[src/mode_select_pkg.sv]
// Package: constants and types for startup operation mode selection
package mode_select_pkg;

  localparam int unsigned SEL_W = 4;

  // Link startup selection values
  localparam logic [1:0] LINK_OFF     = 2'h0;
  localparam logic [1:0] LINK_ON      = 2'h1;
  localparam logic [1:0] LINK_RESUME  = 2'h2;

  // Operation mode selection values
  localparam logic [3:0] OPS_PNL_OR_EXT  = 4'h0;
  localparam logic [3:0] OPS_PANEL       = 4'h1;
  localparam logic [3:0] OPS_EXTERNAL    = 4'h2;
  localparam logic [3:0] OPS_COMB_PANEL  = 4'h3;
  localparam logic [3:0] OPS_COMB_EXT    = 4'h4;
  localparam logic [3:0] OPS_PROGRAM     = 4'h5;
  localparam logic [3:0] OPS_SWITCHOVER  = 4'h6;
  localparam logic [3:0] OPS_INTERLOCK   = 4'h7;
  localparam logic [3:0] OPS_SIGNAL_SW   = 4'h8;

  // Restart coast time value meaning restart disabled
  localparam logic [15:0] COAST_NO_RESTART = 16'h270F;

  // Operating mode, one-hot
  typedef enum logic [4:0] {
    MODE_EXTERNAL = 5'h01,
    MODE_PANEL    = 5'h02,
    MODE_LINK     = 5'h04,
    MODE_COMBINED = 5'h08,
    MODE_PROGRAM  = 5'h10
  } op_mode_e;

  // Command source split
  typedef struct packed {
    logic cmd_from_panel;
    logic cmd_from_ext;
    logic start_from_panel;
    logic start_from_ext;
  } cmd_src_s;

  // Mode switch requests
  typedef struct packed {
    logic to_external;
    logic to_panel;
    logic to_link;
  } switch_req_s;

  localparam op_mode_e MODE_RESET = MODE_EXTERNAL;

endpackage

[src/startup_operation_mode_select.sv]
// Module: power-on / restoration operating mode selection
`timescale 1ns/1ps

//////////////////////////////////////////////////////////////////////////////
module startup_operation_mode_select (
  input  wire logic                          clk_i,
  input  wire logic                          resetn_i,
  input  wire logic                          restore_i,
  input  wire logic                          link_startup_wr_i,
  input  wire logic [1:0]                    link_startup_data_i,
  input  wire logic [3:0]                    operation_mode_select_i,
  input  wire logic [15:0]                   restart_coast_time_i,
  input  wire logic                          panel_interlock_input_i,
  input  wire logic                          mode_switchover_input_i,
  input  wire logic                          running_i,
  input  wire logic                          fwd_cmd_i,
  input  wire logic                          rev_cmd_i,
  input  wire mode_select_pkg::switch_req_s  switch_req_i,
  output logic [4:0]                         op_mode_o,
  output logic [1:0]                         link_startup_select_o,
  output mode_select_pkg::cmd_src_s          cmd_src_o,
  output logic                               switch_while_run_o,
  output logic                               resume_run_o,
  output logic                               switch_refused_o
);

  mode_select_pkg::op_mode_e mode_q;
  mode_select_pkg::op_mode_e start_mode;
  mode_select_pkg::op_mode_e mode_d;
  logic [1:0] link_sel_q;
  logic       eval_pend_q;
  logic       link_req;
  logic       stopped;
  logic       free_switch;
  logic       pre_run_q;
  logic       was_running_q;
  logic       any_req;
  logic       refused_d;

  //////////////////////////////////////////////////////////////////////////////
  // Setting store, no mode gating on purpose
  always_ff @(posedge clk_i or negedge resetn_i) begin
    if (!resetn_i) begin
      link_sel_q <= mode_select_pkg::LINK_OFF;
    end else if (link_startup_wr_i) begin
      link_sel_q <= link_startup_data_i;
    end
  end

  // Setting 3 is undefined and never asks for link startup
  assign link_req = (link_sel_q == mode_select_pkg::LINK_ON) ||
                    (link_sel_q == mode_select_pkg::LINK_RESUME);

  //////////////////////////////////////////////////////////////////////////////
  // Startup decision
  always_comb begin
    start_mode = mode_select_pkg::MODE_EXTERNAL;
    unique case (operation_mode_select_i)
      mode_select_pkg::OPS_PNL_OR_EXT,
      mode_select_pkg::OPS_EXTERNAL: begin
        start_mode = link_req ? mode_select_pkg::MODE_LINK
                              : mode_select_pkg::MODE_EXTERNAL;
      end
      mode_select_pkg::OPS_PANEL: begin
        start_mode = mode_select_pkg::MODE_PANEL;
      end
      mode_select_pkg::OPS_COMB_PANEL,
      mode_select_pkg::OPS_COMB_EXT: begin
        start_mode = mode_select_pkg::MODE_COMBINED;
      end
      mode_select_pkg::OPS_PROGRAM: begin
        start_mode = mode_select_pkg::MODE_PROGRAM;
      end
      mode_select_pkg::OPS_SWITCHOVER: begin
        start_mode = link_req ? mode_select_pkg::MODE_LINK
                              : mode_select_pkg::MODE_EXTERNAL;
      end
      mode_select_pkg::OPS_INTERLOCK: begin
        start_mode = (link_req && panel_interlock_input_i)
                     ? mode_select_pkg::MODE_LINK
                     : mode_select_pkg::MODE_EXTERNAL;
      end
      mode_select_pkg::OPS_SIGNAL_SW: begin
        if (mode_switchover_input_i) begin
          start_mode = link_req ? mode_select_pkg::MODE_LINK
                                : mode_select_pkg::MODE_EXTERNAL;
        end else begin
          start_mode = mode_select_pkg::MODE_PANEL;
        end
      end
      // Undefined selections fall back to the safe external mode
      default: begin
        start_mode = mode_select_pkg::MODE_EXTERNAL;
      end
    endcase
  end

  //////////////////////////////////////////////////////////////////////////////
  // Switch requests after startup
  assign stopped     = !running_i && !fwd_cmd_i && !rev_cmd_i;
  // Selection 6 lets the mode change while the motor turns
  assign free_switch =
    (operation_mode_select_i == mode_select_pkg::OPS_SWITCHOVER);
  assign any_req = switch_req_i.to_external || switch_req_i.to_panel ||
                   switch_req_i.to_link;

  always_comb begin
    mode_d    = mode_q;
    refused_d = 1'b0;
    if (any_req) begin
      if (!(stopped || free_switch)) begin
        refused_d = 1'b1;
      end else if (switch_req_i.to_external &&
                   (mode_q == mode_select_pkg::MODE_LINK ||
                    mode_q == mode_select_pkg::MODE_PANEL)) begin
        mode_d = mode_select_pkg::MODE_EXTERNAL;
      end else if (switch_req_i.to_panel &&
                   mode_q == mode_select_pkg::MODE_EXTERNAL &&
                   (operation_mode_select_i !=
                      mode_select_pkg::OPS_INTERLOCK ||
                    panel_interlock_input_i)) begin
        mode_d = mode_select_pkg::MODE_PANEL;
      end else if (switch_req_i.to_link &&
                   (mode_q == mode_select_pkg::MODE_EXTERNAL ||
                    (free_switch &&
                     mode_q == mode_select_pkg::MODE_PANEL))) begin
        mode_d = mode_select_pkg::MODE_LINK;
      end else begin
        refused_d = 1'b1;
      end
    end
  end

  //////////////////////////////////////////////////////////////////////////////
  // Mode register: evaluated once per power-on or restore, then changed only by switch requests
  always_ff @(posedge clk_i or negedge resetn_i) begin
    if (!resetn_i) begin
      eval_pend_q <= 1'b1;
    end else begin
      eval_pend_q <= restore_i;
    end
  end

  always_ff @(posedge clk_i or negedge resetn_i) begin
    if (!resetn_i) begin
      mode_q           <= mode_select_pkg::MODE_RESET;
      switch_refused_o <= 1'b0;
    // A request in the evaluation cycle is dropped, so a stale
    // request can never overwrite the fresh startup decision
    end else if (eval_pend_q) begin
      mode_q           <= start_mode;
      switch_refused_o <= 1'b0;
    end else begin
      mode_q           <= mode_d;
      switch_refused_o <= refused_d;
    end
  end

  //////////////////////////////////////////////////////////////////////////////
  // Run state capture across a power failure
  always_ff @(posedge clk_i or negedge resetn_i) begin
    if (!resetn_i) begin
      pre_run_q     <= 1'b0;
      was_running_q <= 1'b0;
      resume_run_o  <= 1'b0;
    end else begin
      was_running_q <= running_i;
      if (restore_i) begin
        pre_run_q <= was_running_q;
      end
      // Only a restore resumes; a full power-on reset never does
      // Coast time 9999 means no restart, so nothing resumes then
      if (eval_pend_q) begin
        resume_run_o <= pre_run_q &&
                        (link_sel_q == mode_select_pkg::LINK_RESUME) &&
                        (restart_coast_time_i !=
                         mode_select_pkg::COAST_NO_RESTART);
      end else if (fwd_cmd_i || rev_cmd_i) begin
        resume_run_o <= 1'b0;
      end
    end
  end

  //////////////////////////////////////////////////////////////////////////////
  // Command source split
  always_ff @(posedge clk_i or negedge resetn_i) begin
    if (!resetn_i) begin
      cmd_src_o          <= '0;
      switch_while_run_o <= 1'b0;
    end else begin
      switch_while_run_o <= free_switch;
      // Only the combined selections split the two command sources
      cmd_src_o.cmd_from_panel   <=
        (operation_mode_select_i == mode_select_pkg::OPS_COMB_PANEL);
      cmd_src_o.start_from_ext   <=
        (operation_mode_select_i == mode_select_pkg::OPS_COMB_PANEL);
      cmd_src_o.cmd_from_ext     <=
        (operation_mode_select_i == mode_select_pkg::OPS_COMB_EXT);
      cmd_src_o.start_from_panel <=
        (operation_mode_select_i == mode_select_pkg::OPS_COMB_EXT);
    end
  end

  assign op_mode_o             = mode_q;
  assign link_startup_select_o = link_sel_q;

endmodule

[config.mk]
export PLATFORM = sky130hd
export DESIGN_NAME = startup_operation_mode_select
export DESIGN_NICKNAME = d
export VERILOG_FILES = /design/src/mode_select_pkg.sv /design/src/startup_operation_mode_select.sv
export SDC_FILE = /design/constraint.sdc
export NUM_CORES = 1
export LEC_CHECK = 0
export BUFFER_PORTS_ARGS = -buffer_cell sky130_fd_sc_hd__buf_2
export CAP_MARGIN = 20
export CELL_PAD_IN_SITES_DETAIL_PLACEMENT = 0
export CELL_PAD_IN_SITES_GLOBAL_PLACEMENT = 2
export CORE_UTILIZATION = 22
export DETAILED_ROUTE_END_ITERATION = 8
export PLACE_DENSITY_LB_ADDON = 0.1
export SLEW_MARGIN = 20
export SYNTH_ARGS = -nofsm -noshare
export SYNTH_HDL_FRONTEND = slang
export SYNTH_SLANG_ARGS = --single-unit
[constraint.sdc]
create_clock -name clk_i -period 1.55 [get_ports clk_i]
set_input_delay 0.0775 -clock clk_i [delete_from_list [all_inputs] [get_ports clk_i]]
set_output_delay 0.0775 -clock clk_i [all_outputs]
set_load 0.005 [all_outputs]
Word level (Yosys, flattened, before mapping)
Cells that the tools add are included.
{"block": "totals", "input_bits": 34, "out_inout_bits": 14, "wordCells": 72, "register_bits": 15}
{"block": "op_classes", "mux": 18, "n_reduce_logical": 29, "n_eq_ne": 15}
{"op": "5-bit 2-to-1 mux", "n": 6}
{"op": "5-bit case mux with 6 select lines", "n": 1}
{"op": "4-bit by 3-bit == test with 1-bit output, second input constant", "n": 4}
{"op": "16-bit by 14-bit inequality test with 1-bit output, second input constant", "n": 1}
{"op": "1-bit logical AND", "n": 10}
{"op": "3-bit 2-to-1 mux", "n": 3}
{"op": "4-bit by 2-bit == test with 1-bit output, second input constant", "n": 2}
{"op": "1-bit logical OR", "n": 8}
{"op": "1-bit 2-to-1 mux", "n": 8}
{"op": "2-bit nonzero test", "n": 3}
{"op": "5-bit by 1-bit == test with 1-bit output, second input constant", "n": 1}
{"op": "5-bit by 2-bit == test with 1-bit output, second input constant", "n": 1}
{"op": "5-bit by 3-bit == test with 1-bit output, second input constant", "n": 1}
{"op": "4-bit by 1-bit == test with 1-bit output, second input constant", "n": 1}
{"op": "4-bit == test, second input constant", "n": 1}
{"op": "4-bit logical NOT", "n": 1}
{"op": "4-bit by 3-bit inequality test with 1-bit output, second input constant", "n": 1}
{"op": "4-bit nonzero test", "n": 1}
{"op": "1-bit logical NOT", "n": 3}
{"op": "3-bit AND reduction", "n": 1}
{"op": "3-bit OR reduction", "n": 1}
{"op": "2-bit by 1-bit == test with 1-bit output, second input constant", "n": 1}
{"op": "2-bit == test, second input constant", "n": 1}
{"op": "2-bit OR reduction", "n": 1}

Longest topological paths before layout
Gate-level depths: netlist of run 1.
{"block": "logic_depth", "depth_word": 10, "ltp_mapped": 6, "mapped_depth_nobuf": 5}

Worst setup path before layout of run 1
No wires, ideal clock.
{"block": "synth_path", "kind": "reg2reg", "from": "reg mode_q[1] (netlist: op_mode_o[1])", "to": "reg mode_q[4] (netlist: op_mode_o[4])", "required_time_ns": 1.429, "path_stages_with_launch": 6, "synth_period_minus_slack_ns": 1.652, "t_arrival_ns": 1.531, "slack_ns": -0.102, "n_path_buf": 0, "setup_ns": 0.121, "cell_sequence": "dfrtp_1 > inv_1 > or4_1 > a21oi_1 > o22ai_4 > a22o_1"}
{"block": "synth_via", "elab_chain_cells": 8, "elab_cells_between_ends": 17, "cone_classes": "eq/ne: 3; mux: 5; reduce/logical: 9"}
{"item": "start: declaration", "line": "startup_operation_mode_select.sv:27", "source": "mode_select_pkg::op_mode_e mode_q;"}
{"item": "start signal: assignment", "line": "startup_operation_mode_select.sv:146", "source": "mode_q <= mode_select_pkg::MODE_RESET;"}
{"item": "start signal: assignment", "line": "startup_operation_mode_select.sv:151", "source": "mode_q <= start_mode;"}
{"item": "start signal: assignment", "line": "startup_operation_mode_select.sv:154", "source": "mode_q <= mode_d;"}
{"item": "5-bit by 1-bit == test with 1-bit output", "line": "startup_operation_mode_select.sv:118, startup_operation_mode_select.sv:124"}
{"item": "1-bit logical AND", "line": "startup_operation_mode_select.sv:117", "source": "end else if (switch_req_i.to_panel &&"}
{"item": "1-bit logical AND", "line": "startup_operation_mode_select.sv:118", "source": "mode_q == mode_select_pkg::MODE_EXTERNAL &&"}
{"item": "5-bit 2-to-1 mux", "line": "startup_operation_mode_select.sv:117"}
{"item": "5-bit 2-to-1 mux", "line": "startup_operation_mode_select.sv:113", "source": "end else if (switch_req_i.to_external &&"}
{"item": "5-bit 2-to-1 mux", "line": "startup_operation_mode_select.sv:111", "source": "if (!(stopped || free_switch)) begin"}
{"item": "5-bit 2-to-1 mux", "line": "startup_operation_mode_select.sv:110", "source": "if (any_req) begin"}
{"item": "5-bit 2-to-1 mux", "line": "startup_operation_mode_select.sv:150", "source": "end else if (eval_pend_q) begin"}
Several ways; a longest one is shown, not always the timed one. The select of a mux whose other input is x is not followed.
A chain may end at the register's enable or synchronous reset.

Worst setup path in the final report of run 1
{"block": "layout_path", "from": "reg mode_q[1] (netlist: op_mode_o[1])", "to": "reg mode_q[1] (netlist: op_mode_o[1])"}
The elaborated chain is that of the path after synthesis.

==> impl_metrics.json, run 1 <==
{
  "met3_usage": 0.0382,
  "met2_usage": 0.202,
  "async_flop_share": 1.00,
  "synth_most_common_cell": "dfrtp_1",
  "p_sw_frac": 0.288,
  "comb_power_share": 0.311,
  "setup_ws_ns": -0.0930,
  "regArea_sq_um": 378,
  "violations": "setup timing",
  "clk_pin_slew_ns": 0.07,
  "yosysUniqueCellTypes": 38,
  "cts_made_buffers": 3,
  "nFillCells": 413,
  "clock_power_share": 0.280,
  "mappedNetlistNets": 121,
  "critPathKind": "reg -> reg",
  "final_cells": 199,
  "start_kind": "flip-flop",
  "min_period_ns": 1.64,
  "clock_latency_ns": 0.25,
  "final-setup-viol-count": 6,
  "io_buffers": 47,
  "syn-cell-area_sq_um": 877,
  "clock-root-buffer": "clkbuf_8",
  "status": "complete, but fails checks",
  "place.gp.congestion": 0.792,
  "total_power_uw": 1150,
  "min_path_type": "in -> reg",
  "path_max_fanout": 6,
  "netlist.area_leader.share": 0.371,
  "wl_per_cell_um": 12.2,
  "holdWs_ns": 0.0396,
  "power_density_nw_per_um2": 863,
  "num_antenna_cells": 0,
  "hold_violations": 0,
  "syn_area_per_cell_sq_um": 10.2,
  "core-area_sq_um": 3740,
  "drive_gt1_frac": 0.517,
  "ant_nets": 0,
  "final_nets": 187,
  "htreeDepth": 1,
  "syn2layout_area_growth_pct": 52.6,
  "cts.sink_count": 15,
  "p_int_uw": 822,
  "cts_tree": "built",
  "cp.required_ns": 1.72,
  "synth_seq_cells": 15,
  "finClkSkew_ns": 0.00269,
  "antenna_found_initial": 0,
  "track_usage": 0.123,
  "first_iter_violations": 19,
  "fin_area_sq_um": 1340,
  "synthCells": 86,
  "synth_edf_count": 0,
  "hpwl_mm": 1.95,
  "grt_pass1_wl_mm": 3.97,
  "synth.yosys.seq_area_share": 0.431,
  "vias": 889,
  "num_rows": 22,
  "final_util": 0.358,
  "dpl_cell_area_sq_um": 1240,
  "end_kind": "flip-flop",
  "slew_headroom": 0.650,
  "chipWidth_um": 65.1,
  "drc": 0,
  "power.switching_uw": 332,
  "cts_max_path_buffers": 2,
  "routed_wl_mm": 2.44,
  "design.die.area_sq_um": 4240,
  "synthTopCellsByArea": "dfrtp_1 37%, dfstp_2 6.0%, nor3_1 3.4%",
  "grt_busiest_layer": "met2",
  "maxCapViolations": 0,
  "crit_arrival_ns": 1.81,
  "grt_setup_unrepaired": "yes",
  "final_max_slew_viol_count": 0,
  "seq_power_share": 0.409,
  "vias_per_cell": 4.47,
  "initial_utilization": 0.234,
  "firstDrtPassIters": 4,
  "multiInputGateArea_sq_um": 458,
  "ys_top_cells_by_count": "13 x dfrtp_1, 7 x nor2_1, 6 x nor3_1",
  "dpl.cell_count": 190,
  "synth_top_area_cell": "dfrtp_1",
  "synthFlopType": "dfrtp_1",
  "ios": 48,
  "p_leak_uw": 0.000671,
  "grt_pass1_vias": 894,
  "ys_warn_count": 0,
  "use_met1": 0.161,
  "die_y_um": 65.1,
  "period_share": 1.06,
  "max_freq_ghz": 0.609,
  "worst_pin_slew_ns": 0.524,
  "grt_max_degree": 16,
  "ir_drop_uv": 428,
  "grt.overflow.total": 0
}
routing by layer:
layer	vias to the layer above	routed length [um]
li1	448	-
met1	408	1170
met2	33	1130
met3	0	136
met4	0	0
met5	-	0
stage by stage:
stage	setup slack (ns)	TNS [ns]
2_1_floorplan	-0.00762	-0.00762
3_3_place_gp	-0.0351	-0.0650
3_5_place_dp	-0.0890	-0.234
4_1_cts	-0.106	-0.276
5_1_grt	-0.165	-0.690
6_report	-0.0930	-0.268
cells in the final DEF, fill, tap and decap left out, drive strengths merged, types with 2 or more instances in the layout:
master,netlist,routed
nor4b,2,2
dlygate4sd3,0,3
nand2,5,5
inv,5,5
dfrtp,13,13
o2bb2ai,2,2
o21ai,4,4
a2bb2oi,3,3
clkbuf,0,3
nor2b,2,2
buf,4,62
o22ai,2,2
nor2,7,7
nor3b,2,2
a21oi,5,5
nor3,6,6
mux2,2,2
dfstp,2,2
what timing repair did:
action	in CTS	in global routing
gates resized for setup	0	2
setup buffers	1	1
hold buffers	3	0
pin swaps	1	0
endpoints found under the hold margin	15	0
gates cloned	0	0
setup endpoints to repair	6	6
cell families after synthesis:
| kind of cell | count (synthesis) | share of synthesized area |
|---|---|---|
| fa+ha+maj | 1 | 0.0143 |
| flops | 15 | 0.431 |
| xor+xnor | 1 | 0.00999 |
| buf+inv | 9 | 0.0599 |
| simple gates | 37 | 0.274 |
| mux | 3 | 0.0371 |
| compound gates | 20 | 0.174 |
final timing paths:
check | startpoint | endpoint | depth (start not counted) | slack (ns)
max | op_mode_o[1]$_DFFE_PN0P_ | op_mode_o[1]$_DFFE_PN0P_ | 5 | -0.09
min | link_startup_data_i[0] | link_startup_select_o[0]$_DFFE_PN0P_ | 3 | 0.04
max reg2reg | op_mode_o[1]$_DFFE_PN0P_ | op_mode_o[1]$_DFFE_PN0P_ | 5 | -0.09
min reg2reg | was_running_q$_DFF_PN0_ | pre_run_q$_DFFE_PN0P_ | 1 | 0.48
max in group asynchronous | resetn_i | eval_pend_q$_DFF_PN1_ | 2 | 0.98
min in group asynchronous | resetn_i | op_mode_o[2]$_DFFE_PN0P_ | 2 | 0.27
power groups by stage:
stage / logic [uW] / registers [uW] / clock network [uW]
global route: 398 / 478 / 360
global placement: 339 / 480 / 0
finish: 359 / 473 / 323
floorplan: 158 / 476 / 0
CTS: 353 / 473 / 344
detailed placement: 337 / 480 / 0
critical path, stage by stage, from the launching register on:
cell	delay [ns]
dfrtp_1	0.39
and3b_1	0.20
o311a_1	0.11
or3_4	0.39
o22ai_4	0.24
mux2i_1	0.23
registers in the layout, indices dropped and copies added, names as in the netlist:
name                   cells
switch_while_run_o         1
resume_run_o               1
cmd_src_o                  2
was_running_q              1
link_startup_select_o      2
eval_pend_q                1
op_mode_o                  5
switch_refused_o           1
pre_run_q                  1
area by class of cell:
class,instances,share of cell area
Clock buffer,3,0.0308
Clock inverter,1,0.00374
Inverter,5,0.0140
Multi-Input combinational cell,62,0.342
Sequential cell,15,0.282
Tap cell,48,0.0449
Timing Repair Buffer,65,0.282
No activity file was read; power rests on OpenSTA's default activity.
==> run 2: changes to the inputs <==
- CORE_UTILIZATION: 22 -> 23
- CTS_BUF_LIST: unset -> sky130_fd_sc_hd__clkbuf_8
- REMOVE_ABC_BUFFERS: unset -> 1
==> impl_metrics.json, run 2 (synthesized netlist as in run 1, its figures left out) <==
{
  "final-setup-viol-count": 6,
  "start_kind": "flip-flop",
  "io_buffers": 47,
  "cts_tree": "built",
  "path_max_fanout": 6,
  "ios": 48,
  "hold_violations": 0,
  "wl_per_cell_um": 12.7,
  "crit_arrival_ns": 1.80,
  "drc": 0,
  "drive_gt1_frac": 0.536,
  "cp.required_ns": 1.72,
  "clock_latency_ns": 0.24,
  "finClkSkew_ns": 0.00290,
  "chipWidth_um": 63.8,
  "num_rows": 22,
  "initial_utilization": 0.240,
  "cts.sink_count": 15,
  "vias_per_cell": 4.52,
  "place.gp.congestion": 0.725,
  "routed_wl_mm": 2.53,
  "min_path_cells": 3,
  "grt_pass1_wl_mm": 4.31,
  "slew_headroom": 0.584,
  "critPathBufInv": 1,
  "postCtsSetupRepairBufs": 0,
  "critPathMaxStageDelay_ns": 0.40,
  "critPathKind": "reg -> reg",
  "design.die.area_sq_um": 4060,
  "path_cells": "buf_4 > xnor2_2 > nor4_2 > or3_4 > o22ai_4 > mux2i_1",
  "worst_pin_slew_ns": 0.622,
  "final_util": 0.373,
  "first_iter_violations": 34,
  "syn2layout_area_growth_pct": 55.6,
  "min_period_ns": 1.63,
  "htreeDepth": 1,
  "p_leak_uw": 0.000681,
  "grt_max_degree": 16,
  "final_common_cell": "buf_2",
  "power_density_nw_per_um2": 853,
  "ant_nets": 0,
  "cts_max_path_buffers": 2,
  "cp.depth": 6,
  "firstDrtPassIters": 4,
  "ir_drop_uv": 293,
  "slowest_stage": "dfrtp_1",
  "min_path_type": "in -> reg",
  "max_freq_ghz": 0.614,
  "clk_pin_slew_ns": 0.06,
  "critPathTopFamily": "simple AND/OR/NAND/NOR gates",
  "violations": "setup timing",
  "end_kind": "flip-flop",
  "core-area_sq_um": 3660,
  "grt_pass1_vias": 953,
  "period_share": 1.05,
  "final_max_slew_viol_count": 0,
  "final_nets": 187,
  "setup_ws_ns": -0.0796,
  "die_y_um": 63.8,
  "track_usage": 0.139,
  "antenna_found_initial": 0,
  "status": "complete, but fails checks",
  "grt.overflow.total": 0,
  "largest_reg_flops": 5,
  "rr_worst_depth": 6,
  "clock-root-buffer": "clkbuf_8",
  "maxCapViolations": 0,
  "num_antenna_cells": 0,
  "grt_setup_unrepaired": "yes",
  "cts_made_buffers": 3,
  "vias": 899,
  "final_cell_mix": "47 x buf_2, 15 x buf_4, 13 x dfrtp_1, 7 x nor2_1",
  "hpwl_mm": 2.07,
  "fin_tns_setup_ns": -0.255
}
==> run 2: cell count changes in the layout (fill, tap and decap cells not counted), sizes merged <==
cell,delta
inv,+1
clkinv,-1
==> run 2: worst register-to-register path, stage by stage (launching register included) <==
cell and delay, ns:
dfrtp_1 0.40, buf_4 0.15, xnor2_2 0.14, nor4_2 0.06
or3_4 0.35, o22ai_4 0.26, mux2i_1 0.21
==> run 2: cell type report <==
class / instances / area, sq um
Timing Repair Buffer: 65 / 378
Sequential cell: 15 / 378
Multi-Input combinational cell: 62 / 485
Fill cell: 389 / 2300
Inverter: 5 / 18.8
Tap cell: 48 / 60.1
Clock buffer: 3 / 41.3
Clock inverter: 1 / 3.75
==> run 2: per-stage QoR <==
stage / hold slack, ns / instance area, sq um / power [uW] / instances / setup slack (ns)
3_5_place_dp: 0.0125 / 1250 / 818 / 192 / -0.168
6_report: 0.0412 / 1370 / 1160 / 199 / -0.0796
5_1_grt: 0.0542 / 1370 / 1240 / 199 / -0.157
2_1_floorplan: -0.218 / 843 / 622 / 82 / -0.102
3_3_place_gp: 0.00962 / 1250 / 820 / 192 / -0.127
4_1_cts: 0.0432 / 1360 / 1180 / 199 / -0.0779
==> run 2: power breakdown <==
group / switching [uW] / internal (uW) / total (uW)
sequential: 34.1 / 436 / 470
clock: 140 / 175 / 315
combinational: 166 / 213 / 378
total: 339 / 824 / 1160
==> run 2: per-layer routing <==
metal	GRT usage	routed length (um)
met4	0.0511	29
met2	0.239	1290
met1	0.173	1130
met3	0.0214	74
met5	0	0
==> run 2: worst paths after layout <==
check | startpoint | end | slack (ns)
max in group asynchronous | resetn_i | eval_pend_q$_DFF_PN1_ | 0.97
max reg2reg | op_mode_o[1]$_DFFE_PN0P_ | op_mode_o[1]$_DFFE_PN0P_ | -0.08
min reg2reg | was_running_q$_DFF_PN0_ | pre_run_q$_DFFE_PN0P_ | 0.48
min in group asynchronous | resetn_i | resume_run_o$_DFFE_PN0P_ | 0.27
max | op_mode_o[1]$_DFFE_PN0P_ | op_mode_o[1]$_DFFE_PN0P_ | -0.08
min | link_startup_data_i[0] | link_startup_select_o[0]$_DFFE_PN0P_ | 0.04
==> run 2: what timing repair did <==
| action | CTS | global route |
|---|---|---|
| gates resized for setup | 6 | 1 |
| hold endpoints to repair | 15 | 0 |
| endpoints found under the setup margin | 6 | 6 |
| pin swaps | 4 | 0 |
| hold buffers | 3 | 0 |
